`src/common/sensor_status_map.vh`:
```
`ifndef SENSOR_STATUS_MAP_VH
`define SENSOR_STATUS_MAP_VH
// register offsets (word addresses on the register port)
`define REG_COMM_TIMEOUT 8'h08
`define REG_TERM_ENABLE 8'h09
`define REG_LIGHT_ACTIVE 8'h23
`define REG_LIGHT_STANDBY 8'h24
`define REG_AMBIENT_LUX 8'h29
`define REG_LIGHT_STATE 8'h2A
`define REG_SOURCE_SELECT 8'h4F
`define REG_BRIGHTNESS 8'h50
// light state codes
`define LIGHT_STANDBY 16'h0000
`define LIGHT_LOW 16'h0001
`define LIGHT_ACTIVE 16'h0002
// source select value for humidity
`define SRC_HUMIDITY 16'h0001
// reset values
`define RST_TIMEOUT 16'h0000
`define RST_TERM 16'h0000
`define RST_ACTIVE 16'h01F4
`define RST_STANDBY 16'h0032
`define RST_SOURCE 16'h0000
`define RST_BRIGHT 16'h000A
// brightness is 0..10 steps of ten percent
`define BRIGHT_MAX 4'hA
// timing
`define SEC_NS 64'd1000000000
`define CLK_NS 64'd10
`define BLINK_MS 64'd250
`define NS_PER_MS 64'd1000000
`endif

```
`src/hdl/brightness_pwm.v`:
```
`timescale 1ns/1ps
`include "sensor_status_map.vh"
// ten-step pwm dimmer shared by all three lamps
module brightness_pwm #(
  parameter PRESCALE = 100
) (
  input wire sys_clk,
  input wire rst,
  input wire [3:0] level,
  output reg pwm_on
);
  reg [15:0] pre_r;
  reg [3:0] slot_r;

  // slot counter walks 0..9; lamp is lit while slot is below level
  always @(posedge sys_clk or posedge rst) begin
    if (rst) begin
      pre_r <= 16'h0000;
      slot_r <= 4'h0;
      pwm_on <= 1'b0;
    end else begin
      if (pre_r == PRESCALE[15:0] - 16'h0001) begin
        pre_r <= 16'h0000;
        slot_r <= (slot_r == `BRIGHT_MAX - 4'h1) ? 4'h0 : slot_r + 4'h1;
      end else begin
        pre_r <= pre_r + 16'h0001;
      end
      pwm_on <= (slot_r < level); // level 10 or more keeps it always lit
    end
  end
endmodule // brightness_pwm

```
`src/hdl/room_sensor_status_indication.v`:
```
`timescale 1ns/1ps
`include "sensor_status_map.vh"
// Contract
// - green lit when selected value lies between min and max alert thresholds.
// - yellow steady while selected value is inside alert range.
// - yellow blinks when timeout nonzero and no bus traffic within it.
// - red steady when selected value is outside measurement range.
// - red blinks when an internal sensing element is lost.
// - bootloader flashes green and yellow alternately, never together.
// - firmware download in bootloader also flashes red.
// - indication uses temperature by default, humidity when selected.
// - lamp brightness zero to full in ten-percent steps from register.
// - measured ambient lux is readable in an input register.
// - master programs active and standby light thresholds used here.
// - light state reads standby when lux is below standby threshold.
// - light state reads active when lux exceeds active threshold.
// - light state reads low intensity between thresholds, both equalities included.
// - termination connects when enable set; master enables exactly two nodes.
// - analogue demand follows larger channel output; channels can be disabled.
module room_sensor_status_indication #(
  parameter BLINK_CYCLES = (`BLINK_MS * `NS_PER_MS) / `CLK_NS,
  parameter SEC_CYCLES = `SEC_NS / `CLK_NS,
  parameter PWM_PRESCALE = 100
) (
  input wire sys_clk,
  input wire rst,
  input wire reg_wr,
  input wire reg_rd,
  input wire [7:0] reg_addr,
  input wire [15:0] reg_wdata,
  input wire bus_activity,
  input wire [15:0] temperature,
  input wire [15:0] humidity_channel,
  input wire [15:0] temp_alert_min,
  input wire [15:0] temp_alert_max,
  input wire [15:0] temp_range_min,
  input wire [15:0] temp_range_max,
  input wire [15:0] hum_alert_min,
  input wire [15:0] hum_alert_max,
  input wire [15:0] hum_range_min,
  input wire [15:0] hum_range_max,
  input wire sensor_lost,
  input wire bootloader_mode,
  input wire fw_downloading,
  input wire [15:0] ambient_lux,
  input wire [15:0] temp_demand,
  input wire [15:0] hum_demand,
  input wire temp_channel_on,
  input wire hum_channel_on,
  output reg [15:0] reg_rdata,
  output reg reg_rvalid,
  output reg reg_err,
  output reg led_green,
  output reg led_yellow,
  output reg led_red,
  output reg bus_terminator_enable,
  output reg [15:0] analog_demand
);
  localparam ST_NORMAL = 4'b0001;
  localparam ST_ALERT = 4'b0010;
  localparam ST_RANGE = 4'b0100;
  localparam ST_BOOT = 4'b1000;

  reg [15:0] comm_timeout_setting_r;
  reg [15:0] termination_enable_r;
  reg [15:0] light_active_threshold_r;
  reg [15:0] light_standby_threshold_r;
  reg [15:0] indication_source_select_r;
  reg [15:0] indicator_brightness_r;
  reg [15:0] ambient_light_lux_r;
  reg [15:0] ambient_light_state_r;
  reg [15:0] light_state_nxt;
  reg [31:0] blink_cnt_r;
  reg blink_r;
  reg [31:0] sec_cnt_r;
  reg [15:0] idle_sec_r;
  reg comm_lost_r;
  reg [3:0] state_r;
  reg [3:0] state_nxt;
  reg [15:0] sel_val;
  reg [15:0] sel_amin;
  reg [15:0] sel_amax;
  reg [15:0] sel_rmin;
  reg [15:0] sel_rmax;
  reg [15:0] demand_nxt;
  reg [3:0] bright_lvl;
  wire pwm_on;

  // register writes; unknown or read-only offsets are ignored
  always @(posedge sys_clk or posedge rst) begin
    if (rst) begin
      comm_timeout_setting_r <= `RST_TIMEOUT;
      termination_enable_r <= `RST_TERM;
      light_active_threshold_r <= `RST_ACTIVE;
      light_standby_threshold_r <= `RST_STANDBY;
      indication_source_select_r <= `RST_SOURCE;
      indicator_brightness_r <= `RST_BRIGHT;
    end else if (reg_wr) begin
      if (reg_addr == `REG_COMM_TIMEOUT) begin
        comm_timeout_setting_r <= reg_wdata;
      end else if (reg_addr == `REG_TERM_ENABLE) begin
        termination_enable_r <= reg_wdata;
      end else if (reg_addr == `REG_LIGHT_ACTIVE) begin
        light_active_threshold_r <= reg_wdata;
      end else if (reg_addr == `REG_LIGHT_STANDBY) begin
        light_standby_threshold_r <= reg_wdata;
      end else if (reg_addr == `REG_SOURCE_SELECT) begin
        indication_source_select_r <= reg_wdata;
      end else if (reg_addr == `REG_BRIGHTNESS) begin
        indicator_brightness_r <= reg_wdata;
      end
    end
  end

  // register reads answer one cycle later; unmapped offsets flag an error
  always @(posedge sys_clk or posedge rst) begin
    if (rst) begin
      reg_rdata <= 16'h0000;
      reg_rvalid <= 1'b0;
      reg_err <= 1'b0;
    end else begin
      reg_rvalid <= reg_rd;
      reg_err <= 1'b0;
      if (!reg_rd) begin
        reg_rdata <= 16'h0000;
      end else if (reg_addr == `REG_COMM_TIMEOUT) begin
        reg_rdata <= comm_timeout_setting_r;
      end else if (reg_addr == `REG_TERM_ENABLE) begin
        reg_rdata <= termination_enable_r;
      end else if (reg_addr == `REG_LIGHT_ACTIVE) begin
        reg_rdata <= light_active_threshold_r;
      end else if (reg_addr == `REG_LIGHT_STANDBY) begin
        reg_rdata <= light_standby_threshold_r;
      end else if (reg_addr == `REG_AMBIENT_LUX) begin
        reg_rdata <= ambient_light_lux_r;
      end else if (reg_addr == `REG_LIGHT_STATE) begin
        reg_rdata <= ambient_light_state_r;
      end else if (reg_addr == `REG_SOURCE_SELECT) begin
        reg_rdata <= indication_source_select_r;
      end else if (reg_addr == `REG_BRIGHTNESS) begin
        reg_rdata <= indicator_brightness_r;
      end else begin
        reg_rdata <= 16'h0000;
        reg_err <= 1'b1;
      end
    end
  end

  // light classification; ties fall to low intensity so every reading is defined
  always @* begin
    if (ambient_lux < light_standby_threshold_r) begin
      light_state_nxt = `LIGHT_STANDBY;
    end else if (ambient_lux > light_active_threshold_r) begin
      light_state_nxt = `LIGHT_ACTIVE;
    end else begin
      light_state_nxt = `LIGHT_LOW;
    end
  end

  // sampled lux and state, plus termination output
  always @(posedge sys_clk or posedge rst) begin
    if (rst) begin
      ambient_light_lux_r <= 16'h0000;
      ambient_light_state_r <= `LIGHT_STANDBY;
      bus_terminator_enable <= 1'b0;
    end else begin
      ambient_light_lux_r <= ambient_lux;
      ambient_light_state_r <= light_state_nxt;
      bus_terminator_enable <= (termination_enable_r != 16'h0000);
    end
  end

  // blink time base; shared phase keeps flashing lamps in step, bootloader yellow runs inverted
  always @(posedge sys_clk or posedge rst) begin
    if (rst) begin
      blink_cnt_r <= 32'h00000000;
      blink_r <= 1'b0;
    end else if (blink_cnt_r >= BLINK_CYCLES - 1) begin
      blink_cnt_r <= 32'h00000000;
      blink_r <= ~blink_r;
    end else begin
      blink_cnt_r <= blink_cnt_r + 32'h00000001;
    end
  end

  // bus idle watchdog in whole seconds; any traffic restarts it
  always @(posedge sys_clk or posedge rst) begin
    if (rst) begin
      sec_cnt_r <= 32'h00000000;
      idle_sec_r <= 16'h0000;
      comm_lost_r <= 1'b0;
    end else if (bus_activity || comm_timeout_setting_r == 16'h0000) begin
      sec_cnt_r <= 32'h00000000;
      idle_sec_r <= 16'h0000;
      comm_lost_r <= 1'b0;
    end else begin
      if (sec_cnt_r >= SEC_CYCLES - 1) begin
        sec_cnt_r <= 32'h00000000;
        if (idle_sec_r != 16'hFFFF) begin
          idle_sec_r <= idle_sec_r + 16'h0001;
        end
      end else begin
        sec_cnt_r <= sec_cnt_r + 32'h00000001;
      end
      comm_lost_r <= (idle_sec_r >= comm_timeout_setting_r);
    end
  end

  // choose the quantity the lamps refer to
  always @* begin
    if (indication_source_select_r == `SRC_HUMIDITY) begin
      sel_val = humidity_channel;
      sel_amin = hum_alert_min;
      sel_amax = hum_alert_max;
      sel_rmin = hum_range_min;
      sel_rmax = hum_range_max;
    end else begin
      sel_val = temperature;
      sel_amin = temp_alert_min;
      sel_amax = temp_alert_max;
      sel_rmin = temp_range_min;
      sel_rmax = temp_range_max;
    end
  end

  // indication state; bootloader overrides measurement display
  always @* begin
    if (bootloader_mode) begin
      state_nxt = ST_BOOT;
    end else if (sel_val < sel_rmin || sel_val > sel_rmax) begin
      state_nxt = ST_RANGE;
    end else if (sel_val < sel_amin || sel_val > sel_amax) begin
      state_nxt = ST_ALERT;
    end else begin
      state_nxt = ST_NORMAL;
    end
  end

  // brightness clamps at full scale for out-of-range settings
  always @* begin
    if (indicator_brightness_r > {12'h000, `BRIGHT_MAX}) begin
      bright_lvl = `BRIGHT_MAX;
    end else begin
      bright_lvl = indicator_brightness_r[3:0];
    end
  end

  brightness_pwm #(
    .PRESCALE(PWM_PRESCALE)
  ) brightness_pwm_i (
    .sys_clk(sys_clk),
    .rst(rst),
    .level(bright_lvl),
    .pwm_on(pwm_on)
  );

  // lamp drive; fault blinks override the steady colour of the same lamp
  always @(posedge sys_clk or posedge rst) begin
    if (rst) begin
      state_r <= ST_NORMAL;
      led_green <= 1'b0;
      led_yellow <= 1'b0;
      led_red <= 1'b0;
    end else begin
      state_r <= state_nxt;
      case (state_r)
        ST_BOOT: begin
          led_green <= pwm_on & blink_r;
          led_yellow <= pwm_on & ~blink_r;
          led_red <= pwm_on & fw_downloading & blink_r;
        end
        ST_RANGE: begin
          led_green <= 1'b0;
          led_yellow <= comm_lost_r & pwm_on & blink_r;
          led_red <= pwm_on & (sensor_lost ? blink_r : 1'b1);
        end
        ST_ALERT: begin
          led_green <= 1'b0;
          led_yellow <= pwm_on & (comm_lost_r ? blink_r : 1'b1);
          led_red <= sensor_lost & pwm_on & blink_r;
        end
        default: begin
          led_green <= pwm_on;
          led_yellow <= comm_lost_r & pwm_on & blink_r;
          led_red <= sensor_lost & pwm_on & blink_r;
        end
      endcase
    end
  end

  // analogue demand: larger of enabled channels
  always @* begin
    if (temp_channel_on && hum_channel_on) begin
      demand_nxt = (temp_demand > hum_demand) ? temp_demand : hum_demand;
    end else if (temp_channel_on) begin
      demand_nxt = temp_demand;
    end else if (hum_channel_on) begin
      demand_nxt = hum_demand;
    end else begin
      demand_nxt = 16'h0000;
    end
  end

  always @(posedge sys_clk or posedge rst) begin
    if (rst) begin
      analog_demand <= 16'h0000;
    end else begin
      analog_demand <= demand_nxt;
    end
  end
endmodule // room_sensor_status_indication

```
`config.mk`:
```
export PLATFORM = sky130hd
export DESIGN_NAME = room_sensor_status_indication
export DESIGN_NICKNAME = d
export VERILOG_FILES = /design/src/hdl/brightness_pwm.v /design/src/hdl/room_sensor_status_indication.v
export VERILOG_INCLUDE_DIRS = /design/src /design/src/common
export SDC_FILE = /design/constraint.sdc
export NUM_CORES = 1
export LEC_CHECK = 0
export BUFFER_PORTS_ARGS = -buffer_cell sky130_fd_sc_hd__buf_2
export CORE_AREA = 3 3 228 230
export DETAILED_ROUTE_END_ITERATION = 6
export DIE_AREA = 0 0 231 233
export MAX_ROUTING_LAYER = met4
export PLACE_DENSITY_LB_ADDON = 0.2
export RECOVER_POWER = 100
export SYNTH_ARGS = -nofsm -noshare
export SYNTH_HDL_FRONTEND = slang
export SYNTH_SLANG_ARGS = --single-unit
```
`constraint.sdc`:
```
create_clock -name sys_clk -period 16.5 [get_ports sys_clk]
set_input_delay 0.825 -clock sys_clk [delete_from_list [all_inputs] [get_ports sys_clk]]
set_output_delay 0.825 -clock sys_clk [all_outputs]
set_load 0.005 [all_outputs]
```
==> results of run 1 <==
==> area by class of cell <==
| type | instances | share of cell area, % |
|---|---|---|
| multi-input combinational | 1047 | 44.1 |
| sequential | 259 | 35.7 |
| timing repair buffer | 285 | 7.48 |
| clock buffer | 50 | 5.51 |
| tap | 672 | 4.62 |
| inverter | 79 | 1.64 |
| clock inverter | 14 | 0.942 |
==> power groups by stage <==
stage	clock network (mW)	registers (mW)	logic, mW
after CTS	0.798	0.681	0.217
after global routing	0.822	0.684	0.239
after detailed placement	0	0.692	0.215
final	0.766	0.681	0.210
after global placement	0	0.692	0.213
after floorplan	0	0.688	0.124
==> critical path: cells and delay by family <==
| family | cells | cell delay (ns) |
|---|---|---|
| buf+inv | 3 | 6.29 |
==> cell usage in the layout, fill, tap and decap left out, types with 5 or more instances in the layout <==
cell,netlist,routed
mux2i_1,61,61
a32oi_1,11,11
a21oi_1,55,56
clkbuf_1,27,65
mux2_1,12,13
a21o_1,21,21
dfrtp_1,247,247
nor2_1,120,120
nand4_1,31,31
xnor2_1,42,42
inv_1,79,78
nand2b_1,9,9
o21a_1,8,8
o21ai_0,31,31
clkbuf_8,0,5
clkinv_2,0,6
nand2_1,78,79
a22o_1,17,17
o211ai_1,7,7
and3_1,17,17
ha_1,130,130
a211oi_1,13,13
conb_1,1,12
nor2b_1,26,26
buf_2,13,227
a221oi_1,16,16
nor4_1,24,25
clkbuf_16,0,36
nor3_1,20,20
nand3_1,38,40
mux2_2,100,99
o22ai_1,19,19
dfstp_2,12,11
xor2_1,40,40
and4_1,9,9
==> per-layer routing <==
layer  routed length (um)  up-vias
met4                 1000        0
met5                    0        -
met3                 1560       63
li1                     -     5746
met2                20500      223
met1                20300     5700
==> path summary, 6_finish.rpt <==
kind / cells past startpoint / start / to / slack (ns)
setup / recovery: 3 / rst / indicator_brightness_r[5] / 8.97
hold / removal: 1 / ambient_lux[1] / ambient_light_lux_r[1] / 0.45
setup reg to reg: 11 / indication_source_select_r[0] / state_r[0] / 9.87
hold reg to reg: 1 / brightness_pwm_i.pre_r[0] / brightness_pwm_i.pre_r[0] / 0.49
max in group sys_clk: 11 / indication_source_select_r[0] / state_r[0] / 9.87
min in group asynchronous: 2 / rst / blink_cnt_r[14] / 2.02
==> metrics by stage <==
step           power [mW]  instance area, um2  hold WS (ns)  setup slack [ns]
2_1_floorplan       0.811               15100         0.446              8.57
3_3_place_gp        0.904               17200         0.471             11.93
3_5_place_dp        0.907               17200         0.481             11.86
4_1_cts              1.70               18400         0.396             11.84
5_1_grt              1.75               18200         0.431              7.35
6_report             1.66               18200         0.449              8.97
==> cell families after synthesis <==
family / after synthesis / synth area share [%]
multiplexers: 173 / 12.5
AO/OA/AOI/OAI: 236 / 10.9
buffers and inverters: 125 / 3.28
AND/OR/NAND/NOR: 410 / 14.2
other: 1 / 0.0249
XOR/XNOR: 82 / 4.78
flip-flops: 259 / 43.2
adder cells (fa/ha/maj): 134 / 11.1
==> registers in the layout (all words and copies together) (netlist names), 2 cells and up <==
name                        cells
light_standby_threshold_r      16
indicator_brightness_r         16
sec_cnt_r                      32
indication_source_select_r     16
ambient_light_state_r           2
brightness_pwm_i.pre_r         16
light_active_threshold_r       16
ambient_light_lux_r            16
reg_rdata                      16
comm_timeout_setting_r         16
termination_enable_r           16
state_r                         4
blink_cnt_r                    32
idle_sec_r                     16
analog_demand                  16
brightness_pwm_i.slot_r         4
==> flow_metrics.py, run 1 <==
metrics = {
    "timing": {
        "rsz0062_at_grt": "false",
        "slew_viol_final": 365,
        "fin_setup_tns_ns": 0,
        "setup_viol": 0,
        "relSlewSlack_pct": -276,
        "fin_crit_ns": 7.53,
        "clock_skew_ns": 0.0182,
        "final_hold_viol_count": 0,
        "fin_crit_sh_pct": 45.6,
        "fmaxAchievable_mhz": 133,
        "worst_pin_slew_ns": 5.61,
    },
    "placement": {
        "hpwl_um": 33100,
        "place_inst": 2342,
        "gp_congestion": 0.876,
        "io_buffer_count": 279,
    },
    "logic_synthesis": {
        "ys_warn_count": 0,
        "synthesis.area_um2": 15000,
        "synth.area.top_cells": "dfrtp_1 (41%), ha_1 (11%), mux2_2 (7.5%)",
        "ys_types": 77,
        "ys.flop_type": "dfrtp_1",
        "synth_top_area_share_pct": 41.1,
        "yosys-top-cells-count": "dfrtp_1 (247), ha_1 (130), nor2_1 (120)",
        "ys_seq_elements": 259,
        "synth_cells": 1420,
        "synth.most_common_cell": "dfrtp_1",
        "synth_edf_count": 0,
        "async_flop_share_pct": 100,
        "synth_largest_area_cell": "dfrtp_1",
        "yosysSeqAreaShare_pct": 43.2,
        "post_synth.cell_area_avg_um2": 10.6,
    },
    "floorplan": {
        "io-pin-count": 280,
        "die_area_um2": 53800,
        "chipHeight_um": 233,
        "core-area_um2": 50100,
        "start_util_pct": 30.0,
        "die_width_um": 231,
        "rows": 82,
    },
    "outcome": {
        "violations": "max-capacitance violations, max-slew violations",
        "status": "finished, violations left",
    },
    "pwr": {
        "power_frac_seq_pct": 41.1,
        "p_leak_nw": 8.65,
        "p_per_area_nw_per_um2": 91.1,
        "p_sw_share_pct": 25.7,
        "p_comb_share_pct": 12.7,
        "ir_drop_mv": 0.0637,
        "p_sw_mw": 0.427,
        "p_int_mw": 1.23,
        "p_clk_share_pct": 46.2,
    },
    "worst_setup_path": {
        "cp.arrival_ns": 7.19,
        "crit_path_top_delay_cell": "clkbuf_1",
        "crit_path_start_kind": "input port",
        "critPathCaptureType": "asynchronous set/reset pin",
        "max_stage_delay_ns": 3.12,
        "crit_type": "input port to asynchronous set/reset pin",
        "crit_fanout": 124,
        "worstPathRequired_ns": 16.16,
        "crit_chain": "buf_2 > clkinvlp_2 > clkbuf_1",
    },
    "global_route": {
        "grt_max_degree": 125,
        "busiest_layer": "met2",
        "grt_overflow": 0,
        "met1_usage_pct": 21.2,
        "grt_usage_pct": 16.4,
        "met2_usage_pct": 27.0,
        "use_met3_pct": 2.15,
        "grt_pass1_vias": 12200,
        "antenna_found_initial": 1,
        "grt_pass1_wl_um": 68200,
    },
    "hold_path": {
        "worstHoldPathType": "input port to flop",
    },
    "routing": {
        "first_iter_violations": 505,
        "wire_per_inst_um": 18.0,
        "vias_per_cell": 4.88,
        "ant_nets": 0,
        "wirelength_um": 43400,
        "dr.pass1.iters": 5,
        "via_count": 11700,
        "drc": 0,
    },
    "finish": {
        "utilization_pct": 36.3,
        "drive_above_1_share_pct": 23.3,
        "syn2layout_area_growth_pct": 21.0,
        "final_nets": 2079,
        "nFillCells": 5127,
        "ff_latch_area_um2": 6500,
        "stdcell_count": 2406,
        "num_antenna_cells": 0,
        "multi_input_area_um2": 8030,
    },
    "clock_network": {
        "path_clk_slew_ns": 0.06,
        "cts_sinks": 259,
        "ctsLongestPathBuffers": 3,
        "clockRootBuffer": "clkbuf_16",
        "cts_buffers": 35,
        "post_cts_resized": 0,
        "clk_latency_ns": 0.53,
        "htreeDepth": 2,
        "cts_hold_buf": 0,
        "cts_tree": "built",
        "cts_setup_buffers": 0,
    },
    "job": {
        "maxCapViolCount": 6,
    },
}
No activity file was read; power rests on OpenSTA's default activity.
==> run 2: changes to the inputs <==
==> constraint.sdc (replaced) <==
create_clock -name sys_clk -period 7.3 [get_ports sys_clk]
set_input_delay 0.365 -clock sys_clk [delete_from_list [all_inputs] [get_ports sys_clk]]
set_output_delay 0.365 -clock sys_clk [all_outputs]
set_load 0.005 [all_outputs]
==> flow_metrics.py, run 2 (synthesis gave the netlist of run 1 again) <==
metrics = {
    "timing": {
        "final.setup.worst_slack_ns": 2.00,
        "slew_viol_final": 132,
        "fin_crit_sh_pct": 72.6,
        "fin_setup_tns_ns": 0,
        "worst_pin_slew_ns": 3.29,
        "clock_skew_ns": 0.0271,
        "fmaxAchievable_mhz": 189,
        "final_hold_viol_count": 0,
        "rsz0062_at_grt": "false",
        "relSlewSlack_pct": -120,
        "setup_viol": 0,
        "fin_crit_ns": 5.30,
    },
    "pwr": {
        "ir_drop_mv": 0.176,
        "p_per_area_nw_per_um2": 204,
        "p_total_mw": 3.77,
        "p_leak_nw": 8.74,
    },
    "placement": {
        "gp_congestion": 0.857,
        "io_buffer_count": 279,
        "hpwl_um": 33000,
        "place_ws_ns": 3.23,
    },
    "finish": {
        "syn2layout_area_growth_pct": 22.7,
        "nFillCells": 5077,
        "final_nets": 2098,
        "final_cell_mix": "dfrtp_1 (247), buf_2 (228), ha_1 (130)",
        "drive_above_1_share_pct": 23.5,
        "top_regs": "blink_cnt_r: 32 flops, sec_cnt_r: 32 flops",
        "layout_commonest_cell": "dfrtp_1",
    },
    "outcome": {
        "violations": "max-capacitance violations, max-slew violations",
        "status": "finished, violations left",
    },
    "routing": {
        "wire_per_inst_um": 17.7,
        "vias_per_cell": 4.90,
        "via_count": 11900,
        "first_iter_violations": 541,
        "dr.pass1.iters": 4,
        "wirelength_um": 42900,
        "ant_nets": 0,
        "drc": 0,
    },
    "clock_network": {
        "path_clk_slew_ns": 0.06,
        "ctsLongestPathBuffers": 3,
        "cts_buffers": 31,
        "htreeDepth": 1,
        "post_cts_resized": 0,
        "cts_tree": "built",
        "cts_sinks": 259,
        "clk_latency_ns": 0.58,
        "clockRootBuffer": "clkbuf_16",
    },
    "hold_path": {
        "worstHoldPathType": "input port to flop",
        "min_to": "analog_demand[14]",
        "min_path_cells": 2,
        "min_from": "hum_demand[14]",
    },
    "worst_setup_path": {
        "reg2regPathDepth": 12,
        "critPathCaptureType": "flop",
        "r2r_end": "state_r[0]",
        "crit_type": "flop to flop",
        "reg2reg_setup_slack_ns": 2.00,
        "crit_fanout": 40,
        "worstPathRequired_ns": 7.81,
        "cp.arrival_ns": 5.80,
        "crit_path_start_kind": "flop",
        "r2r_start": "indication_source_select_r[0]",
    },
    "floorplan": {
        "die_width_um": 231,
        "start_util_pct": 30.0,
        "rows": 82,
        "die_area_um2": 53800,
        "core-area_um2": 50100,
        "chipHeight_um": 233,
        "io-pin-count": 280,
    },
    "global_route": {
        "met1_usage_pct": 21.1,
        "grt_pass1_wl_um": 68000,
        "grt_pass1_vias": 12500,
        "antenna_found_initial": 4,
        "met2_usage_pct": 26.8,
        "grt_overflow": 0,
        "grt_usage_pct": 16.2,
        "grt_max_degree": 137,
        "use_met3_pct": 2.18,
        "busiest_layer": "met2",
    },
    "job": {
        "maxCapViolCount": 4,
    },
}
## run 2: cell type report
type	count	area [um2]	share of cell area, %
Multi-Input combinational cell	1047	8040	43.6
Sequential cell	259	6500	35.2
Timing Repair Buffer	308	1590	8.60
Clock buffer	37	848	4.60
Tap cell	672	841	4.56
Clock inverter	21	323	1.75
Inverter	79	298	1.61
Antenna cell	3	7.51	0.0407
## run 2: how the worst max path moves through the flow
| stage | startpoint | depth (start not counted) | slack, ns | end |
|---|---|---|---|---|
| after floorplan | rst | 1 | 3.53 | ambient_light_lux_r[0] |
| after global placement | indication_source_select_r[0] | 12 | 3.30 | state_r[0] |
| after detailed placement | indication_source_select_r[0] | 12 | 3.23 | state_r[0] |
| after CTS | indication_source_select_r[0] | 12 | 3.21 | state_r[0] |
| after global routing | rst | 5 | 1.56 | light_standby_threshold_r[11] |
| final | indication_source_select_r[0] | 12 | 2.00 | state_r[0] |
## run 2: critical path, cell delays in order (launching register included)
cell	delay, ns
dfrtp_1	0.39
nor4b_2	0.18
nand4_1	0.09
buf_4	0.52
clkbuf_1	1.74
mux2_1	0.50
ha_1	0.35
a21oi_1	0.12
o21ai_0	0.14
a2111o_1	0.43
a311o_1	0.37
a22oi_2	0.17
nor3b_2	0.18
## run 2: report_power, final
part           switching, mW  internal [mW]
Clock                  0.639           1.11
Combinational          0.266          0.217
Sequential            0.0410           1.50
## run 2: layer usage
layer | share of wire [%] | up-vias
li1 | - | 5789
met2 | 48 | 244
met3 | 4.0 | 66
met1 | 46 | 5785
met5 | 0 | -
met4 | 2.1 | 0
## run 2: per-stage QoR
stage	instances	hold WS, ns	utilization (%)	area (um2)
3_5_place_dp	2347	0.410	34.4	17200
3_3_place_gp	2347	0.416	34.4	17200
2_1_floorplan	1431	0.394	-	15100
6_report	2426	0.0405	36.8	18400
5_1_grt	2426	0.0156	36.8	18400
4_1_cts	2423	0.000140	37.1	18600
## run 2: what timing repair did
action | in CTS | in global routing
hold endpoints to repair | 41 | 0
hold buffers | 18 | 0
buffers inserted | 0 | 0
==> run 3: changes to the inputs <==
--- a/config.mk
+++ b/config.mk
@@ -6,10 +6,11 @@
 export SDC_FILE = /design/constraint.sdc
 export NUM_CORES = 1
 export LEC_CHECK = 0
+export ABC_AREA = 1
 export BUFFER_PORTS_ARGS = -buffer_cell sky130_fd_sc_hd__buf_2
-export CORE_AREA = 3 3 228 230
+export CORE_AREA = 3 3 234 236
 export DETAILED_ROUTE_END_ITERATION = 6
-export DIE_AREA = 0 0 231 233
+export DIE_AREA = 0 0 237 239
 export MAX_ROUTING_LAYER = met4
 export PLACE_DENSITY_LB_ADDON = 0.2
 export RECOVER_POWER = 100
==> constraint.sdc (replaced) <==
create_clock -name sys_clk -period 5.56 [get_ports sys_clk]
set_input_delay 0.278 -clock sys_clk [delete_from_list [all_inputs] [get_ports sys_clk]]
set_output_delay 0.278 -clock sys_clk [all_outputs]
set_load 0.005 [all_outputs]
==> flow_metrics.py, run 3 <==
metrics = {
    "pwr": {
        "p_leak_nw": 9.29,
        "p_int_mw": 3.66,
        "power_frac_seq_pct": 40.6,
        "ir_drop_mv": 0.206,
        "p_clk_share_pct": 45.7,
        "p_total_mw": 4.97,
        "p_sw_mw": 1.31,
        "p_sw_share_pct": 26.4,
        "p_comb_share_pct": 13.7,
        "p_per_area_nw_per_um2": 258,
    },
    "clock_network": {
        "path_clk_slew_ns": 0.07,
        "cts_sinks": 259,
        "htreeDepth": 1,
        "ctsLongestPathBuffers": 3,
        "cts_tree": "built",
        "clockRootBuffer": "clkbuf_16",
        "clk_latency_ns": 0.58,
        "cts_buffers": 31,
    },
    "finish": {
        "layout_commonest_cell": "nand2_1",
        "stdcell_count": 2939,
        "final_nets": 2595,
        "top_regs": "blink_cnt_r: 32 flops, sec_cnt_r: 32 flops",
        "final_cell_mix": "nand2_1 (372), dfrtp_1 (247), buf_2 (232)",
        "utilization_pct": 36.7,
        "drive_above_1_share_pct": 15.9,
        "syn2layout_area_growth_pct": 22.4,
    },
    "logic_synthesis": {
        "synth.most_common_cell": "nand2_1",
        "ys_seq_elements": 259,
        "synth_largest_area_cell": "dfrtp_1",
        "synthesis.area_um2": 15800,
        "post_synth.cell_area_avg_um2": 8.25,
        "async_flop_share_pct": 100,
        "yosys-top-cells-count": "nand2_1 (372), dfrtp_1 (247), inv_1 (226)",
        "synth_edf_count": 0,
        "ys.flop_type": "dfrtp_1",
        "synth_top_area_share_pct": 39.2,
        "ys_types": 56,
        "ys_warn_count": 0,
        "synth_cells": 1911,
        "synth.area.top_cells": "dfrtp_1 (39%), ha_1 (10%), nand2_1 (8.9%)",
        "yosysSeqAreaShare_pct": 41.2,
    },
    "floorplan": {
        "die_area_um2": 56600,
        "die_width_um": 237,
        "chipHeight_um": 239,
        "io-pin-count": 280,
        "rows": 84,
        "start_util_pct": 29.9,
        "core-area_um2": 52700,
    },
    "job": {
        "maxCapViolCount": 3,
    },
    "placement": {
        "gp_congestion": 0.851,
        "place_inst": 2844,
        "io_buffer_count": 279,
        "hpwl_um": 38800,
    },
    "timing": {
        "rsz0062_at_grt": "false",
        "relSlewSlack_pct": -92.9,
        "worst_pin_slew_ns": 2.86,
        "slew_viol_final": 85,
        "setup_viol": 0,
        "final_hold_viol_count": 0,
        "fin_crit_ns": 4.14,
        "fin_setup_tns_ns": 0,
        "fin_crit_sh_pct": 74.4,
        "fmaxAchievable_mhz": 242,
        "clock_skew_ns": 0.0186,
        "holdWs_ns": 0.0327,
    },
    "routing": {
        "wire_per_inst_um": 17.1,
        "first_iter_violations": 935,
        "wirelength_um": 50300,
        "ant_nets": 0,
        "via_count": 14200,
        "drc": 0,
        "vias_per_cell": 4.81,
        "dr.pass1.iters": 6,
    },
    "worst_setup_path": {
        "reg2regPathDepth": 17,
        "setup.worst_path.end": "state_r[1]",
        "crit_top_cell": "nand2_1",
        "r2r_end": "state_r[1]",
        "startpoint": "indication_source_select_r[0]",
        "crit_path_top_delay_cell": "nand2_2",
        "crit_chain": "inv_1 > nor2_1 > nand2_1 > nor2_4 > nand2_2 > buf_4 > mux2_1 > ha_1 > nand2_1 > nor2_1 > a211oi_1 > o221a_2 > nand2_1 > nand2_1 > nand2_1 > inv_1 > nor2_1",
        "r2r_start": "indication_source_select_r[0]",
        "worstPathRequired_ns": 6.02,
        "max_stage_delay_ns": 0.98,
        "critPathCaptureType": "flop",
        "cp.arrival_ns": 4.60,
        "reg2reg_setup_slack_ns": 1.42,
        "crit_path_start_kind": "flop",
        "crit_fanout": 50,
        "crit_type": "flop to flop",
    },
    "global_route": {
        "grt_overflow": 0,
        "grt_max_degree": 159,
        "grt_pass1_wl_um": 78400,
        "grt_pass1_vias": 14200,
        "grt_usage_pct": 17.9,
        "antenna_found_initial": 10,
    },
    "hold_path": {
        "worstHoldPathType": "input port to flop",
    },
    "outcome": {
        "status": "finished, violations left",
        "violations": "max-capacitance violations, max-slew violations",
    },
}
-- run 3: per-stage QoR --
| stage | area [um2] | setup slack (ns) |
|---|---|---|
| 2_1_floorplan | 15800 | 1.88 |
| 3_3_place_gp | 17900 | 2.08 |
| 3_5_place_dp | 17900 | 1.94 |
| 4_1_cts | 19400 | 1.92 |
| 5_1_grt | 19300 | 0.887 |
| 6_report | 19300 | 1.42 |
-- run 3: layer usage --
| layer | wire (um) | share of wire [%] | up-vias | global-route usage [%] |
|---|---|---|---|---|
| met3 | 2890 | 5.7 | 60 | 3.03 |
| met5 | 0 | 0 | - | - |
| li1 | - | - | 7092 | - |
| met2 | 23400 | 46 | 410 | 28.9 |
| met4 | 1060 | 2.1 | 0 | 4.31 |
| met1 | 23000 | 46 | 6588 | 23.6 |
-- run 3: area by class of cell --
cell class                      instances  area, um2
Multi-Input combinational cell       1378       8170
Inverter                              231        871
Tap cell                              688        861
Clock buffer                           34        817
Fill cell                            5441      33400
Antenna cell                            4       10.0
Timing Repair Buffer                  322       1740
Sequential cell                       259       6500
Clock inverter                         23        334
-- run 3: power groups by stage --
stage	clock network, mW	logic (mW)	registers (mW)
finish	2.27	0.683	2.02
global route	2.42	0.781	2.03
CTS	2.33	0.701	2.02
detailed placement	0	0.677	2.05
global placement	0	0.667	2.05
floorplan	0	0.393	2.04
-- run 3: critical path: cells and delay by family (launching register included) --
family | cells | cell delay, ns
and+or+nand+nor | 10 | 1.59
buffers and inverters | 3 | 0.73
AOI/OAI and AO/OA | 2 | 0.47
muxes | 1 | 0.46
DFF | 1 | 0.38
adders and majority gates | 1 | 0.33
-- run 3: worst min path at each step --
stage	from	end	depth (start not counted)
2_1_floorplan	ambient_lux[0]	ambient_light_lux_r[0]	0
3_3_place_gp	ambient_lux[0]	ambient_light_lux_r[0]	1
3_5_place_dp	ambient_lux[0]	ambient_light_lux_r[0]	1
4_1_cts	temp_demand[4]	analog_demand[4]	3
5_1_grt	sensor_lost	led_red	4
6_report	temp_demand[4]	analog_demand[4]	3
-- run 3: what timing repair did --
action | CTS | global route
hold buffers | 34 | 0
resized for setup | 0 | 0
endpoints found under the setup margin | 0 | 0
setup buffers | 0 | 0
endpoints found under the hold margin | 76 | 0
-- run 3: cell families (layout without fill, tap and decap cells) --
kind of cell | after synthesis | in the layout | synth area share, %
buffers and inverters | 285 | 610 | 7.00
adders and majority gates | 130 | 130 | 10.3
AOI/OAI and AO/OA | 380 | 380 | 13.3
and+or+nand+nor | 750 | 750 | 21.5
DFF | 259 | 259 | 41.2
muxes | 74 | 74 | 4.82
xor gates and xnor gates | 32 | 32 | 1.78
other | 1 | 16 | 0.0238
